File: config.mk
export PLATFORM = sky130hd
export DESIGN_NAME = adcsi_irq
export DESIGN_NICKNAME = d
export VERILOG_FILES = /design/src/core/adcsi_clip_detect.v /design/src/core/adcsi_irq.v
export VERILOG_INCLUDE_DIRS = /design/src /design/src/core
export SDC_FILE = /design/constraint.sdc
export NUM_CORES = 1
export LEC_CHECK = 0
export BUFFER_PORTS_ARGS = -buffer_cell sky130_fd_sc_hd__buf_2
export CORE_MARGIN = 5
export CORE_UTILIZATION = 37
export DETAILED_ROUTE_END_ITERATION = 8
export PLACE_DENSITY = 0.66
export SETUP_SLACK_MARGIN = 0.05
export SYNTH_ARGS = -nofsm -noshare
export SYNTH_HDL_FRONTEND = slang
export SYNTH_HIERARCHICAL = 1
export SYNTH_SLANG_ARGS = --single-unit
File: constraint.sdc
create_clock -name clock_in -period 2.7 [get_ports clock_in]
set_clock_uncertainty 0.15 [all_clocks]
set_input_delay 0.54 -clock clock_in [delete_from_list [all_inputs] [get_ports clock_in]]
set_output_delay 0.54 -clock clock_in [all_outputs]
set_load 0.01 [all_outputs]
File: src/core/adcsi_map.vh
`ifndef ADCSI_MAP_VH
`define ADCSI_MAP_VH
// Register word addresses
`define ADCSI_ADDR_FLAG 4'h0
`define ADCSI_ADDR_FORCE 4'h1
`define ADCSI_ADDR_MASK 4'h2
`define ADCSI_ADDR_MASKED 4'h3
`define ADCSI_ADDR_THR_FLAG 4'h4
`define ADCSI_ADDR_THR_FORCE 4'h5
`define ADCSI_ADDR_THR_MASK 4'h6
`define ADCSI_ADDR_THR_MASKED 4'h7
`define ADCSI_ADDR_CLIP_FLAG 4'h8
`define ADCSI_ADDR_CLIP_FORCE 4'h9
`define ADCSI_ADDR_CLIP_MASK 4'ha
`define ADCSI_ADDR_CLIP_MASKED 4'hb
`define ADCSI_ADDR_SUMMARY 4'hc
`define ADCSI_ADDR_SAMPLE_CTRL 4'hd
// Main flag group bit positions
`define ADCSI_B_EOS 0
`define ADCSI_B_OVR 1
`define ADCSI_B_SWCL 2
`define ADCSI_B_EXCL 3
`define ADCSI_B_INJCL 4
`define ADCSI_B_INJD 5
`define ADCSI_B_INJTH 6
`define ADCSI_B_INJCLIP 7
`define ADCSI_MAIN_W 8
// Summary aggregate bits
`define ADCSI_B_SUM_THR 30
`define ADCSI_B_SUM_CLIP 31
// Sample control pin enable bit
`define ADCSI_B_PIN_EN 31
// Reset values
`define ADCSI_RST_FLAG 32'h0000_0000
`define ADCSI_RST_MASK 32'h0000_0000
// Resolution codes
`define ADCSI_RES_12 2'h0
`define ADCSI_RES_10 2'h1
`define ADCSI_RES_8 2'h2
// Scan done pin pulse length in system clocks
`define ADCSI_PIN_PULSE_CYC 2'h2
`endif

File: src/core/adcsi_clip_detect.v
`timescale 1ns/10ps
`include "adcsi_map.vh"
module adcsi_clip_detect (
  input wire [11:0] sample_in,
  input wire [1:0] resolution_in,
  output reg clip_out
);
  // Reduced resolutions test only the low bits that the converter produces
  always @* begin
    case (resolution_in)
      `ADCSI_RES_10: clip_out = (sample_in[9:0] == 10'h000) || (sample_in[9:0] == 10'h3ff);
      `ADCSI_RES_8: clip_out = (sample_in[7:0] == 8'h00) || (sample_in[7:0] == 8'hff);
      default: clip_out = (sample_in == 12'h000) || (sample_in == 12'hfff);
    endcase
  end
endmodule // adcsi_clip_detect

File: src/core/adcsi_irq.v
// Design decisions made here: the address map and the plain strobed port.
`timescale 1ns/10ps
`include "adcsi_map.vh"
// What this block does
// - Interrupt line high only when a pending flag has its mask bit set.
// - Writing one to a flag bit clears it; firmware clears after reading data.
// - Masked view is flag AND mask for every bit.
// - Force register write of one sets the matching flag.
// - Scan completion of all enabled regular channels sets end-of-scan flag.
// - With pin enable bit 31, drive two-cycle scan-done pulse starting the cycle after last valid.
// - Scan completing while end-of-scan still set raises overrun flag.
// - Non-continuous trigger during a scan sets a clash flag, scan deferred.
// - Separate clash flags for software, external and injection triggers.
// - External clash never set when external trigger is level sensitive.
// - Injection result landing sets injection done flag.
// - Tailgating injection start raises end-of-scan at that moment.
// - Threshold flag evaluated per channel as soon as its result is ready.
// - Per-channel threshold flags, masks and masked view drive the line.
// - Threshold flag for each regular channel plus one for injection.
// - Threshold and clip force registers set flags and read back flags.
// - Raw sample at min or max code sets channel clip flag at once.
// - Reduced resolution tests 10-bit or 8-bit extremes.
// - Per-channel clip masks and masked view drive the line.
// - Summary mirrors masked main flags plus OR of regular threshold and clip.
module adcsi_irq #(
  parameter CHANNELS = 16
) (
  input wire clock_in,
  input wire rst_b_in,
  input wire [3:0] addr_in,
  input wire [31:0] wdata_in,
  input wire wr_in,
  input wire rd_in,
  output reg [31:0] rdata_out,
  input wire scan_done_in,
  input wire last_valid_in,
  input wire tailgate_start_in,
  input wire scan_busy_in,
  input wire sw_trigger_in,
  input wire ext_trigger_in,
  input wire ext_level_mode_in,
  input wire inj_start_in,
  input wire injection_result_register_in,
  input wire chan_result_in,
  input wire [4:0] chan_id_in,
  input wire threshold_hit_in,
  input wire raw_valid_in,
  input wire [4:0] raw_chan_in,
  input wire [11:0] raw_sample_in,
  input wire [1:0] raw_resolution_in,
  output reg irq_out,
  output reg scan_done_pin_out,
  output reg scan_done_pin_oe_out
);
  reg [`ADCSI_MAIN_W-1:0] main_flag;
  reg [`ADCSI_MAIN_W-1:0] main_mask;
  reg [CHANNELS-1:0] thr_flag;
  reg [CHANNELS-1:0] thr_mask;
  reg [CHANNELS-1:0] clip_flag;
  reg [CHANNELS-1:0] clip_mask;
  reg [31:0] sample_ctrl;
  reg [1:0] pin_count;
  reg [`ADCSI_MAIN_W-1:0] next_main_flag;
  reg [CHANNELS-1:0] next_thr_flag;
  reg [CHANNELS-1:0] next_clip_flag;
  reg [`ADCSI_MAIN_W-1:0] main_hw;
  reg [CHANNELS-1:0] thr_hw;
  reg [CHANNELS-1:0] clip_hw;
  reg [31:0] next_rdata;
  reg next_irq;
  wire raw_clip;
  wire inj_chan_result;
  wire inj_raw;
  wire eos_event;
  wire [`ADCSI_MAIN_W-1:0] main_masked;
  wire [CHANNELS-1:0] thr_masked;
  wire [CHANNELS-1:0] clip_masked;
  wire [31:0] summary;

  // One-hot decode of a channel number, zero for the injection slot
  function [CHANNELS-1:0] chan_onehot;
    input [4:0] id;
    integer i;
    begin
      chan_onehot = {CHANNELS{1'b0}};
      for (i = 0; i < CHANNELS; i = i + 1) begin
        if (id == i[4:0]) begin
          chan_onehot[i] = 1'b1;
        end
      end
    end
  endfunction

  // Channel number CHANNELS denotes the injection channel
  function is_inj;
    input [4:0] id;
    begin
      is_inj = (id == CHANNELS[4:0]);
    end
  endfunction

  function [31:0] widen_main;
    input [`ADCSI_MAIN_W-1:0] v;
    begin
      widen_main = {{(32-`ADCSI_MAIN_W){1'b0}}, v};
    end
  endfunction

  function [31:0] widen_chan;
    input [CHANNELS-1:0] v;
    begin
      widen_chan = {{(32-CHANNELS){1'b0}}, v};
    end
  endfunction

  adcsi_clip_detect u_clip (
    .sample_in(raw_sample_in),
    .resolution_in(raw_resolution_in),
    .clip_out(raw_clip)
  );

  assign inj_chan_result = chan_result_in && is_inj(chan_id_in);
  assign inj_raw = raw_valid_in && is_inj(raw_chan_in);
  assign eos_event = scan_done_in || tailgate_start_in;
  assign main_masked = main_flag & main_mask;
  assign thr_masked = thr_flag & thr_mask;
  assign clip_masked = clip_flag & clip_mask;
  assign summary = widen_main(main_masked)
    | ({31'h0000_0000, |thr_masked} << `ADCSI_B_SUM_THR)
    | ({31'h0000_0000, |clip_masked} << `ADCSI_B_SUM_CLIP);

  always @* begin
    main_hw = {`ADCSI_MAIN_W{1'b0}};
    main_hw[`ADCSI_B_EOS] = eos_event;
    main_hw[`ADCSI_B_OVR] = scan_done_in && main_flag[`ADCSI_B_EOS];
    main_hw[`ADCSI_B_SWCL] = sw_trigger_in && scan_busy_in;
    main_hw[`ADCSI_B_EXCL] = ext_trigger_in && scan_busy_in && !ext_level_mode_in;
    main_hw[`ADCSI_B_INJCL] = inj_start_in && scan_busy_in;
    main_hw[`ADCSI_B_INJD] = injection_result_register_in;
    main_hw[`ADCSI_B_INJTH] = inj_chan_result && threshold_hit_in;
    main_hw[`ADCSI_B_INJCLIP] = inj_raw && raw_clip;
    thr_hw = chan_result_in && threshold_hit_in ? chan_onehot(chan_id_in) : {CHANNELS{1'b0}};
    clip_hw = raw_valid_in && raw_clip ? chan_onehot(raw_chan_in) : {CHANNELS{1'b0}};
    next_main_flag = main_flag;
    next_thr_flag = thr_flag;
    next_clip_flag = clip_flag;
    if (wr_in) begin
      case (addr_in)
        `ADCSI_ADDR_FLAG: next_main_flag = main_flag & ~wdata_in[`ADCSI_MAIN_W-1:0];
        `ADCSI_ADDR_FORCE: next_main_flag = main_flag | wdata_in[`ADCSI_MAIN_W-1:0];
        `ADCSI_ADDR_THR_FLAG: next_thr_flag = thr_flag & ~wdata_in[CHANNELS-1:0];
        `ADCSI_ADDR_THR_FORCE: next_thr_flag = thr_flag | wdata_in[CHANNELS-1:0];
        `ADCSI_ADDR_CLIP_FLAG: next_clip_flag = clip_flag & ~wdata_in[CHANNELS-1:0];
        `ADCSI_ADDR_CLIP_FORCE: next_clip_flag = clip_flag | wdata_in[CHANNELS-1:0];
        default: next_main_flag = main_flag;
      endcase
    end
    // Hardware sets are applied last so a same-cycle clear cannot lose an event
    next_main_flag = next_main_flag | main_hw;
    next_thr_flag = next_thr_flag | thr_hw;
    next_clip_flag = next_clip_flag | clip_hw;
    next_irq = (|(next_main_flag & main_mask)) || (|(next_thr_flag & thr_mask))
      || (|(next_clip_flag & clip_mask));
  end

  always @* begin
    case (addr_in)
      `ADCSI_ADDR_FLAG: next_rdata = widen_main(main_flag);
      `ADCSI_ADDR_FORCE: next_rdata = widen_main(main_flag);
      `ADCSI_ADDR_MASK: next_rdata = widen_main(main_mask);
      `ADCSI_ADDR_MASKED: next_rdata = widen_main(main_masked);
      `ADCSI_ADDR_THR_FLAG: next_rdata = widen_chan(thr_flag);
      `ADCSI_ADDR_THR_FORCE: next_rdata = widen_chan(thr_flag);
      `ADCSI_ADDR_THR_MASK: next_rdata = widen_chan(thr_mask);
      `ADCSI_ADDR_THR_MASKED: next_rdata = widen_chan(thr_masked);
      `ADCSI_ADDR_CLIP_FLAG: next_rdata = widen_chan(clip_flag);
      `ADCSI_ADDR_CLIP_FORCE: next_rdata = widen_chan(clip_flag);
      `ADCSI_ADDR_CLIP_MASK: next_rdata = widen_chan(clip_mask);
      `ADCSI_ADDR_CLIP_MASKED: next_rdata = widen_chan(clip_masked);
      `ADCSI_ADDR_SUMMARY: next_rdata = summary;
      `ADCSI_ADDR_SAMPLE_CTRL: next_rdata = sample_ctrl;
      default: next_rdata = 32'h0000_0000;
    endcase
  end

  always @(posedge clock_in or negedge rst_b_in) begin
    if (!rst_b_in) begin
      main_flag <= {`ADCSI_MAIN_W{1'b0}};
      main_mask <= {`ADCSI_MAIN_W{1'b0}};
      thr_flag <= {CHANNELS{1'b0}};
      thr_mask <= {CHANNELS{1'b0}};
      clip_flag <= {CHANNELS{1'b0}};
      clip_mask <= {CHANNELS{1'b0}};
      sample_ctrl <= `ADCSI_RST_MASK;
      rdata_out <= 32'h0000_0000;
      irq_out <= 1'b0;
    end else begin
      main_flag <= next_main_flag;
      thr_flag <= next_thr_flag;
      clip_flag <= next_clip_flag;
      irq_out <= next_irq;
      if (wr_in && addr_in == `ADCSI_ADDR_MASK) begin
        main_mask <= wdata_in[`ADCSI_MAIN_W-1:0];
      end
      if (wr_in && addr_in == `ADCSI_ADDR_THR_MASK) begin
        thr_mask <= wdata_in[CHANNELS-1:0];
      end
      if (wr_in && addr_in == `ADCSI_ADDR_CLIP_MASK) begin
        clip_mask <= wdata_in[CHANNELS-1:0];
      end
      if (wr_in && addr_in == `ADCSI_ADDR_SAMPLE_CTRL) begin
        sample_ctrl <= wdata_in;
      end
      // Read data stand for exactly the cycle after the strobe
      if (rd_in) begin
        rdata_out <= next_rdata;
      end else begin
        rdata_out <= 32'h0000_0000;
      end
    end
  end

  // Pin pulse starts the cycle after the last channel's valid strobe and lasts two cycles
  always @(posedge clock_in or negedge rst_b_in) begin
    if (!rst_b_in) begin
      pin_count <= 2'h0;
      scan_done_pin_out <= 1'b0;
      scan_done_pin_oe_out <= 1'b0;
    end else begin
      // Follow the write itself so the enable never lags the register
      if (wr_in && addr_in == `ADCSI_ADDR_SAMPLE_CTRL) begin
        scan_done_pin_oe_out <= wdata_in[`ADCSI_B_PIN_EN];
      end else begin
        scan_done_pin_oe_out <= sample_ctrl[`ADCSI_B_PIN_EN];
      end
      if (last_valid_in && sample_ctrl[`ADCSI_B_PIN_EN]) begin
        pin_count <= `ADCSI_PIN_PULSE_CYC - 2'h1;
        scan_done_pin_out <= 1'b1;
      end else if (pin_count != 2'h0) begin
        pin_count <= pin_count - 2'h1;
        scan_done_pin_out <= 1'b1;
      end else begin
        scan_done_pin_out <= 1'b0;
      end
    end
  end
endmodule // adcsi_irq

**Word level (Yosys, flattened, before mapping)**

Index checks and enable logic that the tools add are counted.
Widths: inputs -> output; s select.

- Add/sub/neg operators: 1
- Equality and inequality tests: 50
- Mux-type cells: 48
- Bitwise operators: 19
- Reductions and logical operators: 39

Operator list:

| operator | number |
|---|---|
| $pmux 32 s11 | 1 |
| $and 16x16->16 | 6 |
| $eq 5x4->1 const B | 16 |
| $mux 16 | 4 |
| $or 16x16->16 | 4 |
| $pmux 16 s2 | 2 |
| $reduce_or 16->1 | 4 |
| $eq 5x3->1 const B | 8 |
| $mux 1 | 35 |
| $mux 32 | 1 |
| $or 31x32->32 | 1 |
| $or 8x31->31 | 1 |
| $and 8x8->8 | 3 |
| $eq 4x4->1 const B | 6 |
| $eq 5x2->1 const B | 4 |
| $eq 4x3->1 const B | 4 |
| $logic_and 1x1->1 | 16 |
| $not 16->16 | 1 |
| $or 8x8->8 | 2 |
| $pmux 8 s2 | 1 |
| $eq 12x12->1 const B | 1 |
| $logic_not 12->1 | 1 |
| $eq 10x10->1 const B | 1 |
| $eq 5x1->1 const B | 2 |
| 20 further kinds | 32 |

- Register bits: 149
- Input bits: 76
- Output and inout bits: 35
- Word-level logic and storage cells: 169

**Depth between registers and ports, before layout**

- Depth after elaboration: 9
- Gate-level depth with buffers: 11

**Hierarchy**

Netlist, hierarchy kept.

Modules (own cells, without submodules):

| module | instances | cells an instance | area an instance (µm²) | seq. area each (µm²) |
|---|---|---|---|---|
| adcsi_irq | 1 | 659 | 7248.2 | 3728.6 |
| adcsi_clip_detect | 1 | 20 | 126.4 | 0.0 |

**Worst setup path after synthesis**

Ideal clock, no wire load.

- Kind: input to register
- Start: input raw_sample_in[7]
- End: register irq_out
- Library setup time: 0.071 ns
- Arrival time: 2.677 ns
- Data required time: 2.479 ns
- Setup slack: -0.197 ns
- Cell stages on the path: 10
- Path through: or4_1 nor2_2 o21ai_0 a41oi_1 nand3b_1 or4_1 o211ai_1 a22oi_1 and4_1 nand4_1

- Word-level cells in the longest chain between the ends: 9
- Elaborated cells between the ends (all ways): 21
- Classes of those cells: eq/ne: 3; mux: 2; bitwise: 4; reduce/logical: 12

RTL lines:

| what | RTL line | source |
|---|---|---|
| from (decl) | adcsi_irq.v:49 | `input wire [11:0] raw_sample_in,` |
| $eq 12x12->1, or another cell as far along | adcsi_clip_detect.v:13 | `default: clip_out = (sample_in == 12'h000) \|\| (sample_in == 12'hfff);` |
| $logic_or 1x1->1, on equally long branches | adcsi_clip_detect.v:13, adcsi_clip_detect.v:11, adcsi_clip_detect.v:12 |  |
| $pmux 1 s2 (*) | adcsi_clip_detect.v:10 | `case (resolution_in)` |
| net raw_clip | adcsi_irq.v:71 | `wire raw_clip;` |
| $logic_and 1x1->1 (*) | adcsi_irq.v:143 | `clip_hw = raw_valid_in && raw_clip ? chan_onehot(raw_chan_in) : {CHANNELS{1'b0}};` |
| $mux 16 (*) | adcsi_irq.v:143 |  |
| $or 16x16->16 (*) | adcsi_irq.v:161 | `next_clip_flag = next_clip_flag \| clip_hw;` |
| net next_clip_flag[12] | adcsi_irq.v:65 | `reg [CHANNELS-1:0] next_clip_flag;` |
| $and 16x16->16 (*) | adcsi_irq.v:163 | `\|\| (\|(next_clip_flag & clip_mask));` |
| $reduce_or 16->1 (*) | adcsi_irq.v:163 |  |
| $logic_or 1x1->1 (*) | adcsi_irq.v:163 |  |
| net next_irq | adcsi_irq.v:70 | `reg next_irq;` |
| to (signal assigned) | adcsi_irq.v:201 | `irq_out <= next_irq;` |
| to (decl) | adcsi_irq.v:51 | `output reg irq_out,` |

Mark *: on every way through the listed nets, which the timed path passes. The rest lies on a longest branch.
A chain may end at the register's enable or synchronous reset.

**Worst setup path after layout**

- Start: input raw_sample_in[7]
- End: register irq_out

- Word-level cells in the longest chain between the ends: 9
- Elaborated cells between the ends (all ways): 21
- Classes of those cells: eq/ne: 3; mux: 2; bitwise: 4; reduce/logical: 12

RTL lines:

| what | RTL line |
|---|---|
| $eq 12x12->1, or another cell as far along | adcsi_clip_detect.v:13 |
| $logic_or 1x1->1, on equally long branches | adcsi_clip_detect.v:13, adcsi_clip_detect.v:11, adcsi_clip_detect.v:12 |
| $pmux 1 s2 (*) | adcsi_clip_detect.v:10 |
| net raw_clip | adcsi_irq.v:71 |
| $logic_and 1x1->1, on equally long branches | adcsi_irq.v:143, adcsi_irq.v:141 |
| $mux 16 / $or 8x8->8 (equally long branches) | adcsi_irq.v:143, adcsi_irq.v:159 |
| $or 16x16->16 / $and 8x8->8 (equally long branches) | adcsi_irq.v:161, adcsi_irq.v:162 |
| $and 16x16->16 / $reduce_or 8->1 (equally long branches) | adcsi_irq.v:163, adcsi_irq.v:162 |
| $reduce_or 16->1 / $logic_or 1x1->1 (equally long branches) | adcsi_irq.v:163, adcsi_irq.v:162 |
| $logic_or 1x1->1 (*) | adcsi_irq.v:163 |
| net next_irq | adcsi_irq.v:70 |

Marked as above.

==> results.yml <==
outcome:
  outcome: "complete, no violations"
detailed_routing:
  avgViaCountPerCell: 5.80
  num_vias: 6568
  drt-initial-drc-count: 902
  ant_nets: 0
  route.detailed.drc: 0
  first_pass_iters: 6
  finalWirelength_um: 24800
  wl_per_cell_um: 21.9
clock_tree:
  insertion_delay_ps: 440
  htreeDepth: 4
  postCtsSetupRepairBufs: 0
  clock-root-buffer: "clkbuf_16"
  path_clk_slew_ps: 60
  cts_sinks: 149
  cts-buffers-inserted: 17
  cts.path.max_buffers: 2
  cts_tree: "done"
yosys:
  synth_edf_count: 0
  synth-simple-area-share: 0.151
  synthArstFlopShare: 1.00
  synthMuxAreaShare: 0.113
  synth_compound_area_frac: 0.203
  synth_top_family_by_area: "compound AO/OA/AOI/OAI gates"
  synth_nets: 758
  yosysTopAreaCell: "dfrtp_1"
  yosysTopAreaCellShare: 0.506
  synth_cell_type_count: 57
  synthCells: 679
  synth_area_um2: 7370
  synth-seq-cells: 149
  ys_seq_area_frac: 0.506
  synthFlopType: "dfrtp_1"
  synth_area_leaders: "dfrtp_1, mux2_2, o21ai_0, nand2_1, a22oi_1"
  yosysWarnings: 6
  avgSynthCellArea_um2: 10.9
  synth-xor-area-share: 0.00119
  yosys.area_share.adder: 0.00509
power:
  combPwrFrac: 0.199
  pwr-share-clk: 0.340
  p_total_mw: 6.79
  p_sw_mw: 2.13
  max-vdd-ir-drop_mv: 0.537
  intPower_mw: 4.66
  p_per_area_nw_per_um2: 725
  cellLeakagePower_nw: 4.33
  p_seq_frac: 0.461
  swShare: 0.314
setup_path:
  cp_max_fo: 4
  critPathKind: "input port to flop"
  required_ps: 2910
  cp.arrival_ps: 2870
  start_kind: "input port"
  endpoint_kind: "flop"
  crit_chain: "buf_6 -> or4_4 -> nor2_4 -> a311oi_2 -> a41oi_2 -> nand4b_1 -> buf_4 -> o32a_1 -> a21o_1 -> nand4_1 -> nor4_2 -> nand4_1"
  path_common_cell: "nand4_1"
  slowest_delay_ps: 530
  cp_slowest_cell: "or4_4"
  reg2reg_depth: 5
final_layout:
  num_antenna_cells: 0
  fin_util: 0.480
  finalNetCount: 934
  area_growth_pct: 27.1
  layout-drive-gt1-share: 0.376
  nFillCells: 1853
sta:
  setup_slack_ps: 42.7
  rsz0062_at_grt: "yes"
  worst_slew_margin_rel: 0.624
  hold-worst-slack_ps: 146
  slew_viol_final: 0
  period_minus_slack_ps: 2660
  tightestPinTransition_ps: 564
  post-route-period-util: 0.984
  hold_viol_final: 0
  fmax_mhz: 376
  finalSetupViolCount: 0
die:
  io_pins: 111
  core_region_area_um2: 19500
  die_h_um: 151
  start_util: 0.378
  rows: 51
  dieWidth_um: 151
  die_area_um2: 22900
grt:
  grt_max_degree: 59
  grt_pass1_wl_um: 38100
  grt_pass1_vias: 6552
  antenna_found_initial: 0
  use_met3: 0.0658
  busiest_layer: "met2"
  use_met2: 0.337
  grt.total_usage: 0.222
  met1_usage: 0.298
  globalRouteOverflowTotal: 0
placement:
  port_buffers: 110
  gp_congestion: 1.03
  hpwl_um: 19200
  pre_cts_slack_ps: -448
min_path:
  whs_path_depth: 2
  hold_path_class: "input port to flop"
run:
  cap_violations: 0
area by class of cell:
type / count / area (um^2) / area share
Clock buffer: 19 / 443 / 0.0473
Multi-Input combinational cell: 492 / 3530 / 0.377
Tap cell: 265 / 332 / 0.0354
Inverter: 9 / 33.8 / 0.00361
Timing Repair Buffer: 186 / 1170 / 0.125
Sequential cell: 149 / 3730 / 0.398
Clock inverter: 13 / 125 / 0.0134
power by group through the flow:
stage | Combinational [mW] | Clock [mW] | Sequential [mW]
2_1_floorplan | 0.842 | 0 | 2.97
3_3_place_gp | 1.31 | 0 | 3.14
3_5_place_dp | 1.33 | 0 | 3.15
4_1_cts | 1.34 | 2.34 | 3.11
5_1_grt | 1.49 | 2.45 | 3.17
6_report | 1.35 | 2.31 | 3.13
cells in the mapped netlist (5+ instances only):
cell type	n
a31oi_1	8
nand2b_1	9
a222oi_1	10
o21a_1	20
o21ai_0	50
a21o_1	19
o32a_1	6
or2_2	21
a21oi_1	6
o32ai_1	14
nand3_1	15
a22oi_1	30
o21ai_1	6
clkbuf_1	19
nand2_1	63
dfrtp_1	149
nor2_1	21
buf_2	5
or4_1	5
o211ai_1	5
nand4_1	14
inv_1	9
mux2_2	74
and2_0	6
and2_1	23
o221ai_1	8
a221oi_1	11
what timing repair did:
action,in CTS,in global routing
hold buffers,1,0
endpoints found under the setup margin,1,1
resized for setup,6,4
hold endpoints to repair,54,0
cloned,0,0
pin swaps,9,2
flip-flops by register name, summed over array words and instances, names as in the netlist:
signal                cells
rdata_out                32
thr_flag                 16
pin_count                 2
irq_out                   1
main_mask                 8
main_flag                 8
clip_mask                16
scan_done_pin_oe_out      1
clip_flag                16
sample_ctrl              32
thr_mask                 16
scan_done_pin_out         1
worst max-delay path: cells and delay by family:
kind | cells | cell delay, ps
compound gates | 4 | 800
simple gates | 6 | 1190
buf+inv | 2 | 330
cells in the final DEF, fill, tap and decap left out, drive strengths merged, types with 15 or more instances in the layout:
cell type    n
or2         21
clkbuf      19
and2        29
nand3       15
a22oi       30
o21ai       56
nand2       63
mux2        74
nor2        23
dfrtp      149
buf        185
a21o        19
o21a        20
through the flow:
| stage | TNS, ps | cells | cell area, um^2 |
|---|---|---|---|
| CTS | 0 | 1133 | 9350 |
| global route | -51.2 | 1133 | 9370 |
| finish | 0 | 1133 | 9370 |
| global placement | -1080 | 1100 | 8740 |
| floorplan | -137 | 679 | 7380 |
| detailed placement | -1090 | 1100 | 8740 |
path summary, 6_finish.rpt:
path                                      to  slack [ps]             start
hold reg to reg                rdata_out[17]         320   sample_ctrl[17]
hold / removal                  pin_count[1]         150     last_valid_in
setup / recovery                     irq_out          40  raw_sample_in[7]
max in group asynchronous      rdata_out[29]        1230          rst_b_in
min in group asynchronous  scan_done_pin_out         500          rst_b_in
setup reg to reg               rdata_out[31]         830     clip_flag[15]
logic make-up after synthesis:
| logic type | Yosys count |
|---|---|
| flip-flops | 149 |
| AND/OR/NAND/NOR | 206 |
| buffers and inverters | 38 |
| AO/OA/AOI/OAI | 208 |
| adder cells (fa/ha/maj) | 3 |
| XOR/XNOR | 1 |
| multiplexers | 74 |
routing by layer:
layer / up-vias / share of wire / wire length (um)
li1: 2947 / - / -
met2: 369 / 0.45 / 11200
met3: 60 / 0.097 / 2410
met1: 3192 / 0.42 / 10400
met4: 0 / 0.032 / 805
met5: - / 0 / 0
Power figures use the tool's default switching activity.
